File: config.mk
export PLATFORM = sky130hd
export DESIGN_NAME = pcs_config_rx_error_counter
export DESIGN_NICKNAME = d
export VERILOG_FILES = /design/src/pcs_cfg_pkg.sv /design/src/mgmt_frame_slave.sv /design/src/pcs_config_rx_error_counter.sv
export VERILOG_INCLUDE_DIRS = /design/src
export SDC_FILE = /design/constraint.sdc
export NUM_CORES = 1
export LEC_CHECK = 0
export BUFFER_PORTS_ARGS = -buffer_cell sky130_fd_sc_hd__buf_2
export CAP_MARGIN = 20
export CORE_ASPECT_RATIO = 1.2
export CORE_UTILIZATION = 40
export DETAILED_ROUTE_END_ITERATION = 6
export GPL_TIMING_DRIVEN = 0
export PLACE_DENSITY = 0.55
export SYNTH_ARGS = -nofsm -noshare
export SYNTH_HDL_FRONTEND = slang
export SYNTH_SLANG_ARGS = --single-unit
File: constraint.sdc
create_clock -name clk_i -period 4.4 [get_ports clk_i]
set_clock_uncertainty 0.2 [all_clocks]
set_input_delay 0.22 -clock clk_i [delete_from_list [all_inputs] [get_ports clk_i]]
set_output_delay 0.22 -clock clk_i [all_outputs]
set_load 0.03 [all_outputs]
File: src/pcs_cfg_defs.svh
/*
 * Register offsets, field positions, reset values and timing figures of
 * the 100 Mb/s coding-sublayer register block. Definitions only.
 */
`ifndef PCS_CFG_DEFS_SVH
`define PCS_CFG_DEFS_SVH

`define CLK_FREQ_MHZ 200
`define DESC_TIMEOUT_SHORT_US 722
`define DESC_TIMEOUT_LONG_MS 2

`define REG_RX_ERR_CNT 5'h15
`define REG_PCS_CFG 5'h16

`define PCS_CFG_WR_MASK 16'h0FEF
`define PCS_CFG_RST_FIXED 16'h0100
`define PCS_CFG_STRAP_MASK 16'h004B

`define BIT_FREE_CLK 11
`define BIT_TRUE_QUIET 10
`define BIT_SD_FORCE 9
`define BIT_LINK_HOLD 8
`define BIT_DESC_LONG 7
`define BIT_FIBER 6
`define BIT_FORCE_GOOD 5
`define BIT_FEFI 3
`define BIT_NRZI_BYP 2
`define BIT_SCR_BYP 1
`define BIT_DESCR_BYP 0

`define ERR_CNT_RST 8'h00
`define ERR_CNT_MAX 8'hFF
`define ERR_CNT_HALF 8'h80

`define MGMT_PREAMBLE 6'h20
`define MGMT_HDR_LAST 5'h0C
`define MGMT_OP_READ 2'h2
`define MGMT_OP_WRITE 2'h1
`define MGMT_RD_END 5'h10
`define MGMT_WR_END 5'h11

`endif

File: src/pcs_cfg_pkg.sv
/*
 * Types shared by the coding-sublayer register block.
 * Assumes nothing of its surroundings.
 */
package pcs_cfg_pkg;
    typedef enum logic {LINK_DOWN, LINK_UP} link_state_e;
    typedef enum logic [1:0] {MG_PRE, MG_HDR, MG_TA, MG_DATA} mgmt_state_e;
    typedef logic [15:0] reg_word_t;
endpackage

File: src/mgmt_frame_slave.sv
/*
 * Serial management frame engine: decodes read and write frames and
 * drives read data. Assumes the management clock and data pins are
 * synchronous to clk_i and much slower than it.
 */
`timescale 1ns/100ps
`include "pcs_cfg_defs.svh"
module mgmt_frame_slave
    import pcs_cfg_pkg::*;
(
    // Clock and reset.
    input wire logic clk_i,
    input wire logic rst_i,
    // Management pins.
    input wire logic mdc_i,
    input wire logic mdio_i,
    output logic mdio_o,
    output logic mdio_oe_n_o,
    // Port address.
    input wire logic [4:0] phy_addr_i,
    // Register access.
    input wire reg_word_t rd_data_i,
    output logic [4:0] reg_addr_o,
    output logic rd_o,
    output logic wr_o,
    output reg_word_t wr_data_o
);
    mgmt_state_e state_q;
    logic mdc_q;
    logic rise;
    logic is_read_q;
    logic [5:0] ones_q;
    logic [4:0] cnt_q;
    logic [12:0] hdr_q;
    logic [12:0] hdr_nx;
    reg_word_t sh_q;

    assign rise = mdc_i & ~mdc_q;
    assign hdr_nx = {hdr_q[11:0], mdio_i};

    always_ff @(posedge clk_i) begin
        mdc_q <= rst_i ? 1'b0 : mdc_i;
    end

    always_ff @(posedge clk_i) begin
        if (rst_i) begin
            state_q <= MG_PRE;
            ones_q <= 6'h00;
            cnt_q <= 5'h00;
            hdr_q <= 13'h0000;
            is_read_q <= 1'b0;
            sh_q <= 16'h0000;
            reg_addr_o <= 5'h00;
            rd_o <= 1'b0;
            wr_o <= 1'b0;
            wr_data_o <= 16'h0000;
            mdio_o <= 1'b0;
            mdio_oe_n_o <= 1'b1;
        end else begin
            rd_o <= 1'b0;
            wr_o <= 1'b0;
            if (rise) begin
                case (state_q)
                    MG_PRE: begin
                        if (mdio_i) begin
                            if (ones_q != `MGMT_PREAMBLE) begin
                                ones_q <= ones_q + 6'h01;
                            end
                        end else begin
                            if (ones_q == `MGMT_PREAMBLE) begin
                                state_q <= MG_HDR;
                            end
                            ones_q <= 6'h00;
                            cnt_q <= 5'h00;
                        end
                    end
                    MG_HDR: begin
                        hdr_q <= hdr_nx;
                        cnt_q <= cnt_q + 5'h01;
                        if (cnt_q == `MGMT_HDR_LAST) begin
                            cnt_q <= 5'h00;
                            reg_addr_o <= hdr_nx[4:0];
                            is_read_q <= hdr_nx[11:10] == `MGMT_OP_READ;
                            state_q <= MG_PRE;
                            if (hdr_nx[12] && hdr_nx[9:5] == phy_addr_i) begin
                                if (hdr_nx[11:10] == `MGMT_OP_READ) begin
                                    state_q <= MG_TA;
                                end
                                if (hdr_nx[11:10] == `MGMT_OP_WRITE) begin
                                    state_q <= MG_DATA;
                                end
                            end
                        end
                    end
                    MG_TA: begin
                        rd_o <= 1'b1;
                        sh_q <= rd_data_i;
                        mdio_o <= 1'b0;
                        mdio_oe_n_o <= 1'b0;
                        state_q <= MG_DATA;
                    end
                    MG_DATA: begin
                        cnt_q <= cnt_q + 5'h01;
                        if (is_read_q) begin
                            mdio_o <= sh_q[15];
                            sh_q <= {sh_q[14:0], 1'b0};
                            if (cnt_q == `MGMT_RD_END) begin
                                mdio_oe_n_o <= 1'b1;
                                mdio_o <= 1'b0;
                                state_q <= MG_PRE;
                            end
                        end else begin
                            sh_q <= {sh_q[14:0], mdio_i};
                            if (cnt_q == `MGMT_WR_END) begin
                                wr_o <= 1'b1;
                                wr_data_o <= {sh_q[14:0], mdio_i};
                                state_q <= MG_PRE;
                            end
                        end
                    end
                    default: begin
                        state_q <= MG_PRE;
                    end
                endcase
            end
        end
    end
endmodule

File: src/pcs_config_rx_error_counter.sv
/*
 * Per-port receive symbol-error counter and 100 Mb/s coding-sublayer
 * configuration, reached over the serial management pins.
 * Assumes all inputs are synchronous to clk_i and that the fiber strap
 * is stable while rst_i is high.
 */
// Behaviour
// [RL1] Unused upper bits ignore writes, read zero
// [RL2] Count errored carrier events in low byte
// [RL3] At most one count per carrier event
// [RL4] No count if collision during the event
// [RL5] Counter saturates at maximum, never wraps
// [RL6] Counter resets zero, read-only, clears on read
// [RL7] Half-full posts flag cleared by status read
// [RL8] Bit 11 selects free-running receive clock
// [RL9] Bit 10 selects true-quiet transmit mode
// [RL10] Bit 9 forces signal detect active
// [RL11] Hold set: keep link despite lock loss
// [RL12] Hold clear: drop link on lock loss
// [RL13] Bit 7 picks 2ms or 722us timeout
// [RL14] Bit 6 fiber mode, reset from strap
// [RL15] Bit 5 forces 100 Mb/s link good
// [RL16] Bit 3 far-end fault, reset from strap
// [RL17] Bit 2 bypasses NRZI stage
// [RL18] Bit 1 scrambler bypass, reset from strap
// [RL19] Bit 0 descrambler bypass, reset from strap
// [RL20] Strap bits caught at reset, then writable
`timescale 1ns/100ps
`include "pcs_cfg_defs.svh"
module pcs_config_rx_error_counter
    import pcs_cfg_pkg::*;
#(
    parameter int DESC_SHORT_CYC = `DESC_TIMEOUT_SHORT_US * `CLK_FREQ_MHZ,
    parameter int DESC_LONG_CYC =
        `DESC_TIMEOUT_LONG_MS * 1000 * `CLK_FREQ_MHZ
)
(
    // Clock and reset.
    input wire logic clk_i,
    input wire logic rst_i,
    // Straps.
    input wire logic fiber_strap_i,
    input wire logic [4:0] phy_addr_i,
    // Management pins.
    input wire logic mdc_i,
    input wire logic mdio_i,
    output logic mdio_o,
    output logic mdio_oe_n_o,
    // Receive path status.
    input wire logic carrier_valid_i,
    input wire logic invalid_symbol_i,
    input wire logic collision_i,
    input wire logic signal_level_ok_i,
    input wire logic descrambler_locked_i,
    input wire logic descrambler_idle_seen_i,
    // Interrupt status register read.
    input wire logic irq_status_read_i,
    // Configuration outputs.
    output logic rx_clk_free_run_o,
    output logic true_quiet_tx_enable_o,
    output logic signal_detect_force_o,
    output logic descrambler_long_timeout_o,
    output logic fiber_mode_enable_o,
    output logic far_end_fault_enable_o,
    output logic nrzi_bypass_o,
    output logic scrambler_bypass_o,
    output logic descrambler_bypass_o,
    // Status outputs.
    output logic link_100_up_o,
    output logic descrambler_sync_lost_o,
    output logic rx_err_half_full_event_o
);
    localparam int TMR_W = $clog2(DESC_LONG_CYC + 1);
    localparam logic [TMR_W-1:0] SHORT_LIM = TMR_W'(DESC_SHORT_CYC - 1);
    localparam logic [TMR_W-1:0] LONG_LIM = TMR_W'(DESC_LONG_CYC - 1);

    // *****************************************************************
    // Management access.
    // *****************************************************************
    function automatic logic reg_hit(input logic [4:0] a,
                                     input logic [4:0] off);
        return a == off;
    endfunction

    reg_word_t cfg_q;
    reg_word_t rd_data;
    reg_word_t wr_data;
    logic [4:0] reg_addr;
    logic rd_stb;
    logic wr_stb;
    logic [7:0] cnt_q;
    logic [7:0] cnt_d;

    mgmt_frame_slave u_mgmt (
        .clk_i(clk_i),
        .rst_i(rst_i),
        .mdc_i(mdc_i),
        .mdio_i(mdio_i),
        .mdio_o(mdio_o),
        .mdio_oe_n_o(mdio_oe_n_o),
        .phy_addr_i(phy_addr_i),
        .rd_data_i(rd_data),
        .reg_addr_o(reg_addr),
        .rd_o(rd_stb),
        .wr_o(wr_stb),
        .wr_data_o(wr_data)
    );

    // Upper bits are constant zero; unmapped addresses read zero.
    always_comb begin
        rd_data = 16'h0000;
        if (reg_hit(reg_addr, `REG_RX_ERR_CNT)) begin
            rd_data = {8'h00, cnt_q}; // [RL1]
        end else if (reg_hit(reg_addr, `REG_PCS_CFG)) begin
            rd_data = cfg_q;
        end
    end

    // *****************************************************************
    // Configuration register.
    // *****************************************************************
    always_ff @(posedge clk_i) begin
        if (rst_i) begin
            cfg_q <= `PCS_CFG_RST_FIXED |
                (fiber_strap_i ? `PCS_CFG_STRAP_MASK : 16'h0000); // [RL20]
        end else if (wr_stb && reg_hit(reg_addr, `REG_PCS_CFG)) begin
            cfg_q <= wr_data & `PCS_CFG_WR_MASK; // [RL1]
        end
    end

    assign rx_clk_free_run_o = cfg_q[`BIT_FREE_CLK]; // [RL8]
    assign true_quiet_tx_enable_o = cfg_q[`BIT_TRUE_QUIET]; // [RL9]
    assign signal_detect_force_o = cfg_q[`BIT_SD_FORCE]; // [RL10]
    assign descrambler_long_timeout_o = cfg_q[`BIT_DESC_LONG]; // [RL13]
    assign fiber_mode_enable_o = cfg_q[`BIT_FIBER]; // [RL14]
    assign far_end_fault_enable_o = cfg_q[`BIT_FEFI]; // [RL16]
    assign nrzi_bypass_o = cfg_q[`BIT_NRZI_BYP]; // [RL17]
    assign scrambler_bypass_o = cfg_q[`BIT_SCR_BYP]; // [RL18]
    assign descrambler_bypass_o = cfg_q[`BIT_DESCR_BYP]; // [RL19]

    // *****************************************************************
    // Receive error counter.
    // *****************************************************************
    logic carrier_q;
    logic err_seen_q;
    logic coll_seen_q;
    logic event_end;
    logic incr;
    logic rd_clear;
    logic half_q;
    logic incr_q;

    always_ff @(posedge clk_i) begin
        if (rst_i || !carrier_valid_i) begin
            err_seen_q <= 1'b0;
            coll_seen_q <= 1'b0;
        end else begin
            err_seen_q <= err_seen_q | invalid_symbol_i; // [RL2]
            coll_seen_q <= coll_seen_q | collision_i; // [RL4]
        end
    end

    always_ff @(posedge clk_i) begin
        carrier_q <= rst_i ? 1'b0 : carrier_valid_i;
    end

    // Counting at the end of the carrier event gives one step per event.
    assign event_end = carrier_q & ~carrier_valid_i; // [RL3]
    assign incr = event_end & err_seen_q & ~coll_seen_q
                & (cnt_q != `ERR_CNT_MAX); // [RL4] [RL5]
    assign rd_clear = rd_stb & reg_hit(reg_addr, `REG_RX_ERR_CNT);

    // A count taken on the capture or the clear edge of a read missed the
    // captured value, so it survives the clear as a count of one.
    always_comb begin
        cnt_d = cnt_q;
        if (incr) begin
            cnt_d = rd_clear ? 8'h01 : cnt_q + 8'h01; // [RL2]
        end else if (rd_clear) begin
            cnt_d = incr_q ? 8'h01 : `ERR_CNT_RST; // [RL6]
        end
    end

    always_ff @(posedge clk_i) begin
        incr_q <= rst_i ? 1'b0 : incr;
    end

    always_ff @(posedge clk_i) begin
        cnt_q <= rst_i ? `ERR_CNT_RST : cnt_d; // [RL6]
    end

    // Setting wins over the clear by the status read.
    always_ff @(posedge clk_i) begin
        if (rst_i) begin
            half_q <= 1'b0;
        end else if (incr && cnt_d == `ERR_CNT_HALF) begin
            half_q <= 1'b1; // [RL7]
        end else if (irq_status_read_i) begin
            half_q <= 1'b0; // [RL7]
        end
    end

    assign rx_err_half_full_event_o = half_q;

    // *****************************************************************
    // Descrambler synchronisation timeout.
    // *****************************************************************
    logic [TMR_W-1:0] tmr_q;
    logic [TMR_W-1:0] tmr_lim;
    logic expired_q;
    logic lost_q;

    assign tmr_lim = cfg_q[`BIT_DESC_LONG] ? LONG_LIM : SHORT_LIM; // [RL13]

    always_ff @(posedge clk_i) begin
        if (rst_i || !descrambler_locked_i || descrambler_idle_seen_i) begin
            tmr_q <= '0;
            expired_q <= 1'b0;
            lost_q <= 1'b0;
        end else if (!expired_q && tmr_q >= tmr_lim) begin
            expired_q <= 1'b1; // [RL13]
            lost_q <= 1'b1;
        end else begin
            lost_q <= 1'b0;
            if (!expired_q) begin
                tmr_q <= tmr_q + 1'b1;
            end
        end
    end

    assign descrambler_sync_lost_o = lost_q;

    // *****************************************************************
    // 100 Mb/s link qualification.
    // *****************************************************************
    link_state_e link_q;
    link_state_e link_d;
    logic sig_ok;
    logic locked;
    logic link_out_q;

    assign sig_ok = signal_level_ok_i | cfg_q[`BIT_SD_FORCE]; // [RL10]
    assign locked = cfg_q[`BIT_DESCR_BYP]
                  | (descrambler_locked_i & ~expired_q);

    always_comb begin
        link_d = link_q;
        case (link_q)
            LINK_DOWN: begin
                if (sig_ok && locked) begin
                    link_d = LINK_UP; // [RL11] [RL12]
                end
            end
            LINK_UP: begin
                if (!sig_ok) begin
                    link_d = LINK_DOWN; // [RL11]
                end else if (!locked && !cfg_q[`BIT_LINK_HOLD]) begin
                    link_d = LINK_DOWN; // [RL12]
                end
            end
            default: begin
                link_d = LINK_DOWN;
            end
        endcase
    end

    always_ff @(posedge clk_i) begin
        link_q <= rst_i ? LINK_DOWN : link_d;
    end

    always_ff @(posedge clk_i) begin
        if (rst_i) begin
            link_out_q <= 1'b0;
        end else begin
            link_out_q <= cfg_q[`BIT_FORCE_GOOD]
                        | (link_d == LINK_UP); // [RL15]
        end
    end

    assign link_100_up_o = link_out_q;

    // *****************************************************************
    // Assertions.
    // *****************************************************************
    reserved_zero_a: assert property ( // [RL1]
        @(posedge clk_i) disable iff (rst_i)
        rd_data[15:12] == 4'h0 && cfg_q[4] == 1'b0
        && (!reg_hit(reg_addr, `REG_RX_ERR_CNT) || rd_data[15:8] == 8'h00))
        else $error("Reserved bits read non-zero.");

    count_step_a: assert property ( // [RL2]
        @(posedge clk_i) disable iff (rst_i)
        event_end && err_seen_q && !coll_seen_q && !rd_clear
        && cnt_q != 8'hFF |=> cnt_q == $past(cnt_q) + 8'h01)
        else $error("Errored carrier event not counted.");

    one_per_event_a: assert property ( // [RL3]
        @(posedge clk_i) disable iff (rst_i)
        carrier_q && carrier_valid_i |=> cnt_q <= $past(cnt_q))
        else $error("Counter moved inside a carrier event.");

    collision_block_a: assert property ( // [RL4]
        @(posedge clk_i) disable iff (rst_i)
        event_end && coll_seen_q |=> cnt_q <= $past(cnt_q))
        else $error("Counted an event with collision.");

    count_saturate_a: assert property ( // [RL5]
        @(posedge clk_i) disable iff (rst_i)
        cnt_q == 8'hFF && !rd_clear |=> cnt_q == 8'hFF)
        else $error("Counter wrapped at maximum.");

    clear_on_read_a: assert property ( // [RL6]
        @(posedge clk_i) disable iff (rst_i)
        rd_clear && !incr && !incr_q |=> cnt_q == 8'h00)
        else $error("Counter not cleared by read.");

    half_flag_a: assert property ( // [RL7]
        @(posedge clk_i) disable iff (rst_i)
        cnt_q == 8'h7F ##1 cnt_q == 8'h80 |-> rx_err_half_full_event_o)
        else $error("Half-full flag missing.");

    link_hold_a: assert property ( // [RL11]
        @(posedge clk_i) disable iff (rst_i)
        link_q == LINK_UP && sig_ok && cfg_q[8] |=> link_q == LINK_UP)
        else $error("Link dropped with hold option set.");

    link_drop_a: assert property ( // [RL12]
        @(posedge clk_i) disable iff (rst_i)
        link_q == LINK_UP && !locked && !cfg_q[8] |=> link_q == LINK_DOWN)
        else $error("Link kept after lock loss.");

    timeout_len_a: assert property ( // [RL13]
        @(posedge clk_i) disable iff (rst_i)
        $rose(lost_q) |-> $past(tmr_q) >= $past(tmr_lim))
        else $error("Descrambler timeout fired early.");

    force_good_a: assert property ( // [RL15]
        @(posedge clk_i) disable iff (rst_i)
        cfg_q[5] |=> link_100_up_o)
        else $error("Forced link good not shown.");

    strap_capture_a: assert property ( // [RL20]
        @(posedge clk_i)
        rst_i |=> cfg_q == (16'h0100 | ($past(fiber_strap_i)
                                        ? 16'h004B : 16'h0000)))
        else $error("Strap not captured at reset.");
endmodule

Word-level counts from Yosys, hierarchy flattened

Cells that the tools add are included.
Widths: inputs -> output; s select.

Register bits: 116
Input port bits: 17
Word-level logic and storage cells: 148

Add/subtract/negate cells: 4
$lt $le $gt $ge: 1
Equality and inequality tests: 23
Muxes and demuxes: 42
Bitwise gates (word level): 21
Reduce and logical (&&, ||, !) cells: 31

Operator list:

| kind                  | count |
|---|---|
| $mux 16               | 4 |
| $pmux 16 s2           | 1 |
| $mux 8                | 3 |
| $eq 5x5->1 const B    | 4 |
| $add 19x1->19 const B | 1 |
| $ge 19x19->1          | 1 |
| $mux 19               | 1 |
| $mux 2                | 9 |
| $pmux 5 s3            | 1 |
| $mux 1                | 14 |
| $mux 6                | 2 |
| $reduce_and 3->1      | 4 |
| $mux 5                | 2 |
| $ne 2x1->1 const B    | 5 |
| $not 1->1             | 9 |
| $add 8x1->8 const B   | 1 |
| $eq 8x8->1 const B    | 1 |
| $ne 8x8->1 const B    | 1 |
| $pmux 2 s4            | 1 |
| $reduce_and 4->1      | 2 |
| $and 1x1->1           | 7 |
| $mux 7                | 1 |
| $add 6x1->6 const B   | 1 |
| $eq 2x2->1 const B    | 3 |
| 21 further kinds      | 43 |

Longest topological paths before layout

Gate-level depths: netlist (run 1).

Word-level depth: 9
Depth in mapped cells: 9

Modules after synthesis

Synthesis (run 1) repeated with hierarchy kept, for this count alone.

Cells, all modules: 596
Area, all modules: 5,425.2 sq um

Modules (own cells, without submodules):

| module                      | instances | cells an instance | area each (sq um) | sequential area each (sq um) |
|---|---|---|---|---|
| mgmt_frame_slave            | 1         | 326               | 2,992.9           | 1,361.3 |
| pcs_config_rx_error_counter | 1         | 270               | 2,432.3           | 1,041.0 |

Worst setup path after synthesis (run 1)

No wires, ideal clock.

Path kind: register -> register
Start point: register cfg_q[7]
End point: register tmr_q[12]
Library setup time: 0.070 ns
Data arrival time: 2.665 ns
Data required time: 4.130 ns
Setup slack: 1.464 ns
Cell stages (with the launch flop): 9
Buffers on the path: 1
Period minus slack after synthesis: 2.936 ns
Cells stage by stage: edfxtp_1 > inv_1 > ha_1 > a21o_1 > a211o_1 > a2111o_1 > buf_6 > or4_1 > a21oi_1

Word-level cells in the longest chain between the ends: 5

Ends and longest elaborated chain:

| element                    | RTL line                           | source |
|---|---|---|
| start: declaration         | pcs_config_rx_error_counter.sv:85  | `reg_word_t cfg_q;` |
| start signal: assignment   | pcs_config_rx_error_counter.sv:124 | `` cfg_q <= `PCS_CFG_RST_FIXED \| `` |
| start signal: assignment   | pcs_config_rx_error_counter.sv:127 | `` cfg_q <= wr_data & `PCS_CFG_WR_MASK; `` |
| $mux 19                    | pcs_config_rx_error_counter.sv:213 | `` assign tmr_lim = cfg_q[`BIT_DESC_LONG] ? LONG_LIM : SHORT_LIM; `` |
| $ge 19x19->1               | pcs_config_rx_error_counter.sv:220 | `end else if (!expired_q && tmr_q >= tmr_lim) begin` |
| $logic_and 1x1->1          | pcs_config_rx_error_counter.sv:220 |  |
| $not 1->1 (no line)        | -                                  |  |
| $reduce_and 2->1 (no line) | -                                  |  |
| end signal: assignment     | pcs_config_rx_error_counter.sv:226 | `tmr_q <= tmr_q + 1'b1;` |
| end: declaration           | pcs_config_rx_error_counter.sv:208 | `logic [TMR_W-1:0] tmr_q;` |

Every way passes these cells.
A chain may end at the register's enable or synchronous reset.

Worst setup path after layout (run 1)

Start point: register cfg_q[7]
End point: register tmr_q[11]

The elaborated chain is that of the path after synthesis.

==> summary.txt, run 1 <==
Status
  – Status: finished clean

CTS
  – H-tree levels: 3
  – Clk pin slew, worst setup/hold paths: 0.07 ns
  – Setup Fix Bufs, Post-CTS: 0
  – Sink Count: 110
  – Clk_lat worst skew: 0.35 ns
  – Hold Buf Count CTS: 9
  – Longest Clk Path Bufs: 2
  – Root Driver: clkbuf_16
  – CTS tree: done
  – Post-CTS sizing: 0
  – Cts bufs inserted: 9

Critical path
  – CP required: 4.49 ns
  – CP max-delay cell: edfxtp_1
  – Reg2Reg Setup Slack: 1.25 ns
  – Critical Path AT: roughly 3.2 ns
  – Setup CP Type: flop to flop
  – Worst Setup SP: cfg_q[7]
  – Critical-path cell list: inv_1 -> ha_1 -> a21o_1 -> a211o_1 -> a2111o_1 -> buf_6 -> nor4b_1 -> mux2i_1
  – Critical Path Source Type: flop
  – Critical R2R Launch: cfg_q[7]
  – Crit-path max cell delay: 0.51 ns
  – Reg2reg end: tmr_q[11]
  – Crit path max fanout: 10
  – Critical Path End Type: flop
  – Reg2reg path depth: 8

Synth
  – Synth cell types: 56
  – Yosys reg bits: 110
  – Post-synthesis xor/xnor area fraction: 0.02526
  – Synth Flop Type: dfxtp_1
  – Post-synth EDFFs: 10
  – Mapped Area: 5200 um2
  – Sequential share of the synthesized area: 0.4427
  – Post-synth top area share: 0.3850
  – Avg Cell Area, Syn: between 8 and 9 um2
  – Commonest cells in the synthesized netlist: dfxtp_1 (100), nor2_1 (65), nand2_1 (56)
  – Synth Area in Adders: 0.04090
  – Largest family of logic cells by synthesized area: simple AND/OR/NAND/NOR gates
  – Syn nets: 628
  – Top cells by area, synth: dfxtp_1 (38%), edfxtp_1 (5.8%), a21oi_1 (4.8%)
  – Yosys top cell by area: dfxtp_1
  – Synth Area in Compound Gates: 0.1627
  – Simple-gate share of the synthesized area: 0.2488
  – Mux cell area share after synthesis: 0.04235
  – Most frequent cell after synthesis: dfxtp_1
  – Asr flop ratio synth: 0
  – Warnings, synthesis: 0
  – Mapped Cells: 594

Final layout
  – Area delta synth->final: 14.85%
  – Share of layout cells above drive strength 1: 0.08166
  – Nets: 678
  – Diode count: 0
  – Fillers: 1266

Pwr
  – Worst vdd ir: 274.8 uV
  – Internal power: 1.541 mW
  – Reg power frac: 0.518
  – Pleak: approximately 2.1 nW
  – Pwr Density: 332.4 nW/um2
  – Switch Pwr: 0.4440 mW
  – Logic gate share of total power: 0.045
  – Sw frac: 0.2237
  – Clock power share: 0.437

Global routing
  – First-pass GRT wire length: approximately 21 mm
  – Vias in the first global route: 4379
  – Largest net degree at the start of global routing: 18
  – GRT overflow: 0
  – GRT Util Overall: 0.2009
  – Initial antenna violation count: 0

Drt
  – Via density: approximately 5.6
  – Initial drt markers: 207
  – DR vias: about 4500
  – Pre-antenna DRT Iters: 5
  – ANT nets after route: 0
  – DR DRC count: 0
  – Routed length per placed instance: 15.91 um
  – Final WL: 12.94 mm

STA
  – Tmin final: 3.151 ns
  – Final setup vio count: 0
  – Final Hold Vio Count: 0
  – Peak Freq: 0.3174 GHz
  – Rel. slew slack: 0.4815
  – Worst-Margin Slew: about 0.76 ns
  – Max-slew violation count: 0
  – Unrepaired setup endpoints after global routing: no
  – WHS: 0.02383 ns
  – Part of the cycle the worst path needs: 0.7161
  – Fin Setup TNS: 0 ns

Place
  – RePlAce Congestion: 0.8094
  – Port Buffers: 29
  – DP Wirelength: roughly 9.3 mm

Worst hold path
  – WHS Endpoint: cfg_q[3]
  – Startpoint of the worst hold path: fiber_strap_i
  – Hold depth: 2
  – Worst Hold Class: input pin to flop

Floorplanning
  – DIE WIDTH: 106.1 um
  – Die Y: ~130 um
  – Core Region: 12670 um2
  – Total die area: 13460 um2
  – Initial cell density of the core: 0.4105
  – Rows: 45
  – Number of top-level pins: 31

Run
  – Max cap viols: 0
[how the worst max path moves through the flow]
stage                endpoint  slack (ns)  cells past startpoint
floorplan           tmr_q[12]        1.46                      8
global placement     tmr_q[4]        1.28                      7
detailed placement   tmr_q[4]        1.19                      7
CTS                  tmr_q[4]        1.16                      7
global route         tmr_q[0]        1.10                      9
finish              tmr_q[11]        1.25                      8
[stage by stage]
step	instance area (um2)	setup WS, ns	power [mW]	util	instances
6_report	5972	1.249	1.985	0.4714	813
5_1_grt	5972	1.100	2.051	0.4714	813
4_1_cts	5959	1.165	2.006	0.4704	812
3_5_place_dp	5550	1.188	1.136	0.4381	787
3_3_place_gp	5550	1.283	1.135	0.4381	787
2_1_floorplan	5200	1.464	1.101	-	594
[power groups by stage]
| stage | sequential [mW] | combinational (mW) | clock [mW] |
|---|---|---|---|
| final | 1.03 | 0.0892 | 0.867 |
| after global routing | 1.03 | 0.0978 | 0.922 |
| after CTS | 1.03 | 0.0900 | 0.887 |
| after detailed placement | 1.05 | 0.0836 | 0 |
| after global placement | 1.05 | 0.0819 | 0 |
| after floorplan | 1.06 | 0.0392 | 0 |
[area by class of cell]
| cell class | count | area [um2] | area share |
|---|---|---|---|
| multi-input combinational | 435 | 2704 | 0.4528 |
| tap | 164 | 205.2 | 0.03436 |
| clock buffer | 11 | 264.0 | 0.04421 |
| inverter | 14 | 52.55 | 0.008799 |
| buffer | 35 | 141.4 | 0.02367 |
| clock inverter | 5 | 55.05 | 0.009219 |
| sequential | 110 | 2302 | 0.3855 |
| timing repair buffer | 39 | 247.7 | 0.04148 |
[registers in the layout, indices dropped and copies added (netlist names), 5 cells and up, named ones only]
name,cells
u_mgmt.cnt_q,5
u_mgmt.reg_addr_o,5
u_mgmt.ones_q,6
u_mgmt.wr_data_o,11
cfg_q,11
u_mgmt.sh_q,16
u_mgmt.hdr_q,12
cnt_q,8
tmr_q,19
[placed cells by master (no fill, tap or decap), types with 4 or more instances in the layout]
master         count
nor2_1            65
nand2b_1           7
a221o_1            7
o31ai_1           14
and4_1             4
xnor2_1            9
and3_1            15
o21a_1             4
or4_1             12
dlygate4sd3_1      9
mux2i_1           22
buf_2             31
nand3_1           21
o21ai_0           11
nor2b_1            6
dfxtp_1          100
a21o_1             4
or3_1              4
ha_1              17
xor2_1             6
and2_1             4
a41oi_1            4
clkbuf_16         10
inv_1             14
a221oi_1           5
clkbuf_1          29
edfxtp_1          10
a31oi_1            7
a22o_1             4
a21oi_1           50
nor3_1            26
nand4_1           12
nand2_1           56
nor4_1             5
[routing by layer]
layer,vias up,part of all wire,global-route usage
met3,14,0.034,0.04265
met4,0,0.017,0.05964
met1,2193,0.46,0.2506
li1,2273,-,-
met5,-,0,0
met2,66,0.49,0.3468
[logic make-up after synthesis]
group / count (synthesis)
AND/OR/NAND/NOR: 254
XOR/XNOR: 15
flip-flops: 110
adder cells (fa/ha/maj): 17
AO/OA/AOI/OAI: 127
buffers and inverters: 49
multiplexers: 22
[critical path: cells and delay by family (launching register included)]
family / cells / cell delay [ns]
multiplexers: 1 / 0.22
AND/OR/NAND/NOR: 1 / 0.44
flip-flops: 1 / 0.51
adder cells (fa/ha/maj): 1 / 0.30
AO/OA/AOI/OAI: 3 / 0.98
buffers and inverters: 2 / 0.43
Power figures use the tool's default switching activity.
==> inputs of run 2 (changes only) <==
- clock period: 4.4 -> 3.2 ns (I/O delays scaled with it)
==> summary.txt, run 2 (synthesis results as in run 1) <==
Status
  – Status: finished clean (unchanged)

Drt
  – DR vias: 4562 (was 4546)
  – Routed length per placed instance: 15.95 um (was 15.91 um)
  – Via density: 5.611 (was 5.592)
  – Final WL: 12.97 mm (was 12.94 mm)
  – DR DRC count: 0 (unchanged)
  – ANT nets after route: 0 (unchanged)
  – Initial drt markers: 210 (was 207)
  – Pre-antenna DRT Iters: 5 (unchanged)

Worst hold path
  – Hold depth: 4 (was 2)
  – Worst Hold Class: input pin to flop (unchanged)

Final layout
  – Share of layout cells above drive strength 1: 0.08475 (was 0.08166)
  – Area occupied by multi-input gates: 2705 um2 (was 2704 um2)
  – Area delta synth->final: 14.85% (unchanged)
  – Top flop regs: tmr_q x19, u_mgmt.sh_q x16, u_mgmt.hdr_q x12 (unchanged)
  – Commonest non-fill, non-tap cell in the layout: dfxtp_1 (unchanged)
  – Register Area: 2302 um2 (unchanged)
  – Fillers: 1266 (unchanged)
  – Nets: 678 (unchanged)
  – Diode count: 0 (unchanged)
  – Top reg by flops: tmr_q (unchanged)
  – Max FFs per register: 19 (unchanged)
  – Commonest cells after routing, fill and taps aside: dfxtp_1 (100), nor2_1 (65), nand2_1 (56), a21oi_1 (50), buf_2 (31) (unchanged)
  – Final instance area: 5972 um2 (unchanged)

STA
  – Part of the cycle the worst path needs: 0.9645 (was 0.7161)
  – Rel. slew slack: 0.4601 (was 0.4815)
  – Unrepaired setup endpoints after global routing: no (unchanged)
  – Final Hold Vio Count: 0 (unchanged)
  – Final setup vio count: 0 (unchanged)
  – Tmin final: 3.086 ns (was 3.151 ns)
  – Worst-Margin Slew: 0.8079 ns (was 0.7581 ns)
  – Max-slew violation count: 0 (unchanged)
  – Peak Freq: 0.3240 GHz (was 0.3174 GHz)
  – Setup ws final: 0.1136 ns (was 1.249 ns)

Critical path
  – CP required: 3.29 ns (was 4.49 ns)
  – Critical Path Source Type: flop (unchanged)
  – Crit path max fanout: 10 (unchanged)
  – Setup CP Type: flop to flop (unchanged)
  – Critical Path AT: 3.17 ns (was 3.24 ns)
  – Reg2reg path depth: 8 (unchanged)
  – Critical Path End Type: flop (unchanged)

Run
  – Max cap viols: 0 (unchanged)

Place
  – RePlAce Congestion: 0.8094 (unchanged)
  – Port Buffers: 29 (unchanged)
  – Setup WS pre-CTS: -0.01163 ns (was 1.188 ns)
  – DP Wirelength: 9.329 mm (unchanged)
  – DP Area: 5550 um2 (unchanged)

Pwr
  – Pwr Density: 457.1 nW/um2 (was 332.4 nW/um2)
  – Pleak: 2.137 nW (was 2.135 nW)
  – Worst vdd ir: 376.1 uV (was 274.8 uV)

Floorplanning
  – DIE WIDTH: 106.1 um (unchanged)
  – Number of top-level pins: 31 (unchanged)
  – Initial cell density of the core: 0.4105 (unchanged)
  – Total die area: 13460 um2 (unchanged)
  – Die Y: 126.9 um (unchanged)
  – Core Region: 12670 um2 (unchanged)
  – Rows: 45 (unchanged)

CTS
  – CTS tree: done (unchanged)
  – Clk_lat worst skew: 0.35 ns (about the same)
  – H-tree levels: 3 (unchanged)
  – Longest Clk Path Bufs: 2 (unchanged)
  – Sink Count: 110 (unchanged)
  – Cts bufs inserted: 9 (unchanged)
  – Clk pin slew, worst setup/hold paths: 0.07 ns (about the same)
  – Root Driver: clkbuf_16 (unchanged)

Global routing
  – GRT overflow: 0 (unchanged)
  – Vias in the first global route: 4386 (was 4379)
  – GRT Util Overall: 0.2012 (was 0.2009)
  – First-pass GRT wire length: 21.41 mm (was 21.37 mm)
  – Largest net degree at the start of global routing: 18 (unchanged)
  – Initial antenna violation count: 0 (unchanged)
-- run 2: changes by cell type in the layout (fill, tap and decap cells not counted), sizes merged --
cell,change
dlygate4sd3,+1
dlymetal6s2s,-1
-- run 2: critical path, stage by stage, from the launching register on --
cell and delay [ns]:
edfxtp_1 0.50, inv_2 0.14, ha_1 0.34, a21o_1 0.17, a211o_1 0.34, a2111o_1 0.47
buf_6 0.17, nor4b_1 0.46, mux2i_1 0.23
-- run 2: final timing paths --
check / startpoint / endpoint / slack (ns)
worst max-delay path: cfg_q[7] / tmr_q[11] / 0.11
worst min-delay path: descrambler_locked_i / link_100_up_o / 0.07
worst max register to register: cfg_q[7] / tmr_q[11] / 0.11
worst min register to register: u_mgmt.sh_q[15] / u_mgmt.sh_q[15] / 0.25
-- run 2: repair_timing --
item / CTS / global route
buffers inserted: 0 / 0
hold buffers: 10 / 0
hold endpoints to repair: 11 / 0
endpoints found under the setup margin: 2 / 12
resized for setup: 1 / 3
-- run 2: per-stage QoR --
step / hold slack, ns / utilization / power [mW] / instances / setup TNS [ns]
after CTS: 0.05760 / 0.4713 / 2.759 / 813 / 0
final: 0.07225 / 0.4714 / 2.730 / 813 / 0
after global routing: 0.09244 / 0.4714 / 2.821 / 813 / 0
after global placement: 0.1629 / 0.4381 / 1.560 / 787 / 0
after floorplan: 0.04447 / - / 1.514 / 594 / 0
after detailed placement: 0.1732 / 0.4381 / 1.562 / 787 / -0.01163
-- run 2: final cells by class --
type / count / area share
Multi-Input combinational cell: 435 / 0.4530
Clock inverter: 5 / 0.009219
Sequential cell: 110 / 0.3855
Buffer: 35 / 0.02388
Clock buffer: 11 / 0.04421
Tap cell: 164 / 0.03436
Timing Repair Buffer: 39 / 0.04106
Inverter: 14 / 0.008799
-- run 2: metal layers --
metal  global-route usage  vias to the layer above  routed length (um)
met5                    0                        -                   0
met1               0.2512                     2200                5891
met2               0.3472                       78                6328
met4              0.05964                        0                 199
met3              0.04265                       11                 547
li1                     -                     2273                   -
-- run 2: power by group --
group	leakage, nW	internal [mW]	total, mW	switching (mW)
Sequential	0.903	1.40	1.42	0.0126
Clock	0.153	0.674	1.19	0.517
Combinational	1.08	0.0430	0.123	0.0803
==> inputs of run 3 (changes only) <==
- SYNTH_HIERARCHICAL: unset -> 1
==> summary.txt, run 3 <==
Place
  – Port Buffers: 30 (was 29)
  – DP Wirelength: 8.578 mm (was 9.329 mm)
  – RePlAce Congestion: 0.8134 (was 0.8094)

Critical path
  – Crit path max fanout: 10 (unchanged)
  – Crit path top cell by count: a31oi_1
  – Crit-path max cell delay: 0.55 ns (was 0.50 ns)
  – Top delay family on crit path: compound AO/OA/AOI/OAI gates (unchanged)
  – Critical Path Source Type: flop (unchanged)
  – Critical Path End Type: flop (unchanged)
  – CP max-delay cell: a31oi_1 (was edfxtp_1)
  – Critical Path AT: 3.00 ns (was 3.17 ns)
  – Setup CP Type: flop to flop (unchanged)
  – Crit path buf inv count: 2 (unchanged)
  – CP required: 3.23 ns (was 3.29 ns)
  – Critical-path cell list: inv_1 -> ha_1 -> a31oi_1 -> nand3_1 -> a31oi_1 -> clkbuf_1 -> o2111ai_1 -> xor2_1 -> nor2_1 (was inv_2 -> ha_1 -> a21o_1 -> a211o_1 -> a2111o_1 -> buf_6 -> nor4b_1 -> mux2i_1)

CTS
  – CTS tree: done (unchanged)
  – Root Driver: clkbuf_16 (unchanged)
  – Post-CTS sizing: 0 (was 1)
  – Cts bufs inserted: 9 (unchanged)
  – Hold Buf Count CTS: 8 (was 10)
  – Longest Clk Path Bufs: 2 (unchanged)
  – Clk_lat worst skew: 0.35 ns (about the same)
  – H-tree levels: 3 (unchanged)
  – Sink Count: 110 (unchanged)
  – Setup Fix Bufs, Post-CTS: 0 (unchanged)
  – Clk pin slew, worst setup/hold paths: 0.07 ns (about the same)

Worst hold path
  – Worst Hold Class: input pin to flop (unchanged)

STA
  – Final setup vio count: 0 (unchanged)
  – Part of the cycle the worst path needs: 0.9293 (was 0.9645)
  – Peak Freq: 0.3363 GHz (was 0.3240 GHz)
  – Unrepaired setup endpoints after global routing: no (unchanged)
  – Fin Setup TNS: 0 ns (unchanged)
  – Max-slew violation count: 0 (unchanged)
  – Tmin final: 2.974 ns (was 3.086 ns)
  – Worst-Margin Slew: 0.6682 ns (was 0.8079 ns)
  – WHS: -0.001479 ns (was 0.07225 ns)
  – Rel. slew slack: 0.5499 (was 0.4601)
  – Final Hold Vio Count: 1 (was 0)

Floorplanning
  – Rows: 45 (unchanged)
  – Core Region: 12720 um2 (was 12670 um2)
  – DIE WIDTH: 106.6 um (was 106.1 um)
  – Initial cell density of the core: 0.4131 (was 0.4105)
  – Die Y: 127.6 um (was 126.9 um)
  – Total die area: 13610 um2 (was 13460 um2)
  – Number of top-level pins: 31 (unchanged)

Final layout
  – Commonest non-fill, non-tap cell in the layout: dfxtp_1 (unchanged)
  – Top flop regs: tmr_q x19, u_mgmt/sh_q x16, u_mgmt/hdr_q x12 (was tmr_q x19, u_mgmt.sh_q x16, u_mgmt.hdr_q x12)
  – Register Area: 2302 um2 (unchanged)
  – Area delta synth->final: 14.21% (was 14.85%)
  – Max FFs per register: 19 (unchanged)
  – Fillers: 1275 (was 1266)
  – Commonest cells after routing, fill and taps aside: dfxtp_1 (100), nor2_1 (80), nand2_1 (59), buf_2 (38), mux2i_1 (37) (was dfxtp_1 (100), nor2_1 (65), nand2_1 (56), a21oi_1 (50), buf_2 (31))
  – Share of layout cells above drive strength 1: 0.1129 (was 0.08475)
  – Area occupied by multi-input gates: 2768 um2 (was 2705 um2)
  – Top reg by flops: tmr_q (unchanged)
  – Core Util, Final: 0.4718 (was 0.4714)
  – Diode count: 0 (unchanged)
  – Nets: 667 (was 678)

Drt
  – DR vias: 4257 (was 4562)
  – Routed length per placed instance: 14.97 um (was 15.95 um)
  – DR DRC count: 0 (unchanged)
  – Via density: 5.308 (was 5.611)
  – Initial drt markers: 182 (was 210)
  – Pre-antenna DRT Iters: 4 (was 5)
  – ANT nets after route: 0 (unchanged)
  – Final WL: 12.00 mm (was 12.97 mm)

Global routing
  – Largest net degree at the start of global routing: 18 (unchanged)
  – Initial antenna violation count: 0 (unchanged)
  – Vias in the first global route: 4189 (was 4386)
  – GRT Util Overall: 0.1866 (was 0.2012)
  – GRT overflow: 0 (unchanged)
  – First-pass GRT wire length: 20.07 mm (was 21.41 mm)

Synth
  – Mapped Area: 5256 um2 (was 5200 um2)
  – Warnings, synthesis: 6 (was 0)
  – Mapped Cells: 581 (was 594)
  – Avg Cell Area, Syn: 9.047 um2 (was 8.754 um2)

Pwr
  – Pwr Density: 444.1 nW/um2 (was 457.1 nW/um2)
  – Pleak: 2.269 nW (was 2.137 nW)
  – Overall power: 2.666 mW (was 2.730 mW)
  – Worst vdd ir: 208.9 uV (was 376.1 uV)

Status
  – Failing checks: negative hold slack
  – Status: finished, violations left (was finished clean)

Run
  – Max cap viols: 0 (unchanged)
run 3: power breakdown:
group          internal [mW]  switching, mW  leakage, nW
clock network          0.631          0.508        0.150
logic                 0.0397         0.0750         1.22
registers               1.40         0.0103        0.904
total                   2.07          0.593         2.27
run 3: area by class of cell:
class                           instances  share of cell area
Timing Repair Buffer                   38             0.03835
Clock inverter                          5            0.009587
Sequential cell                       110              0.3835
Inverter                               14            0.008754
Multi-Input combinational cell        430              0.4610
Clock buffer                           11             0.04043
Tap cell                              164             0.03418
Buffer                                 30             0.02418
run 3: stage by stage:
step	instance area [um2]	setup slack (ns)	cells	hold WS, ns
5_1_grt	6003	0.02955	802	0.004149
3_5_place_dp	5623	0.2235	778	0.1746
2_1_floorplan	5268	0.5466	584	0.03276
4_1_cts	6003	0.2129	802	0.01229
3_3_place_gp	5623	0.2914	778	0.1694
6_report	6003	0.2264	802	-0.001479
run 3: path summary, 6_finish.rpt:
check | from | endpoint | slack (ns) | cells after the start
min reg2reg | u_mgmt/wr_data_o[8] | cfg_q[8] | 0.25 | 2
min | rst_i | cnt_q[0] | -0.001 | 2
max | cfg_q[7] | tmr_q[12] | 0.23 | 9
max reg2reg | cfg_q[7] | tmr_q[12] | 0.23 | 9
run 3: routing by layer:
metal / part of all wire / track usage / wire length (um) / vias to the layer above
li1: - / - / - / 2144
met1: 0.48 / 0.2392 / 5753 / 2039
met2: 0.48 / 0.3112 / 5742 / 59
met3: 0.028 / 0.03469 / 332 / 15
met4: 0.015 / 0.06849 / 176 / 0
met5: 0 / 0 / 0 / -
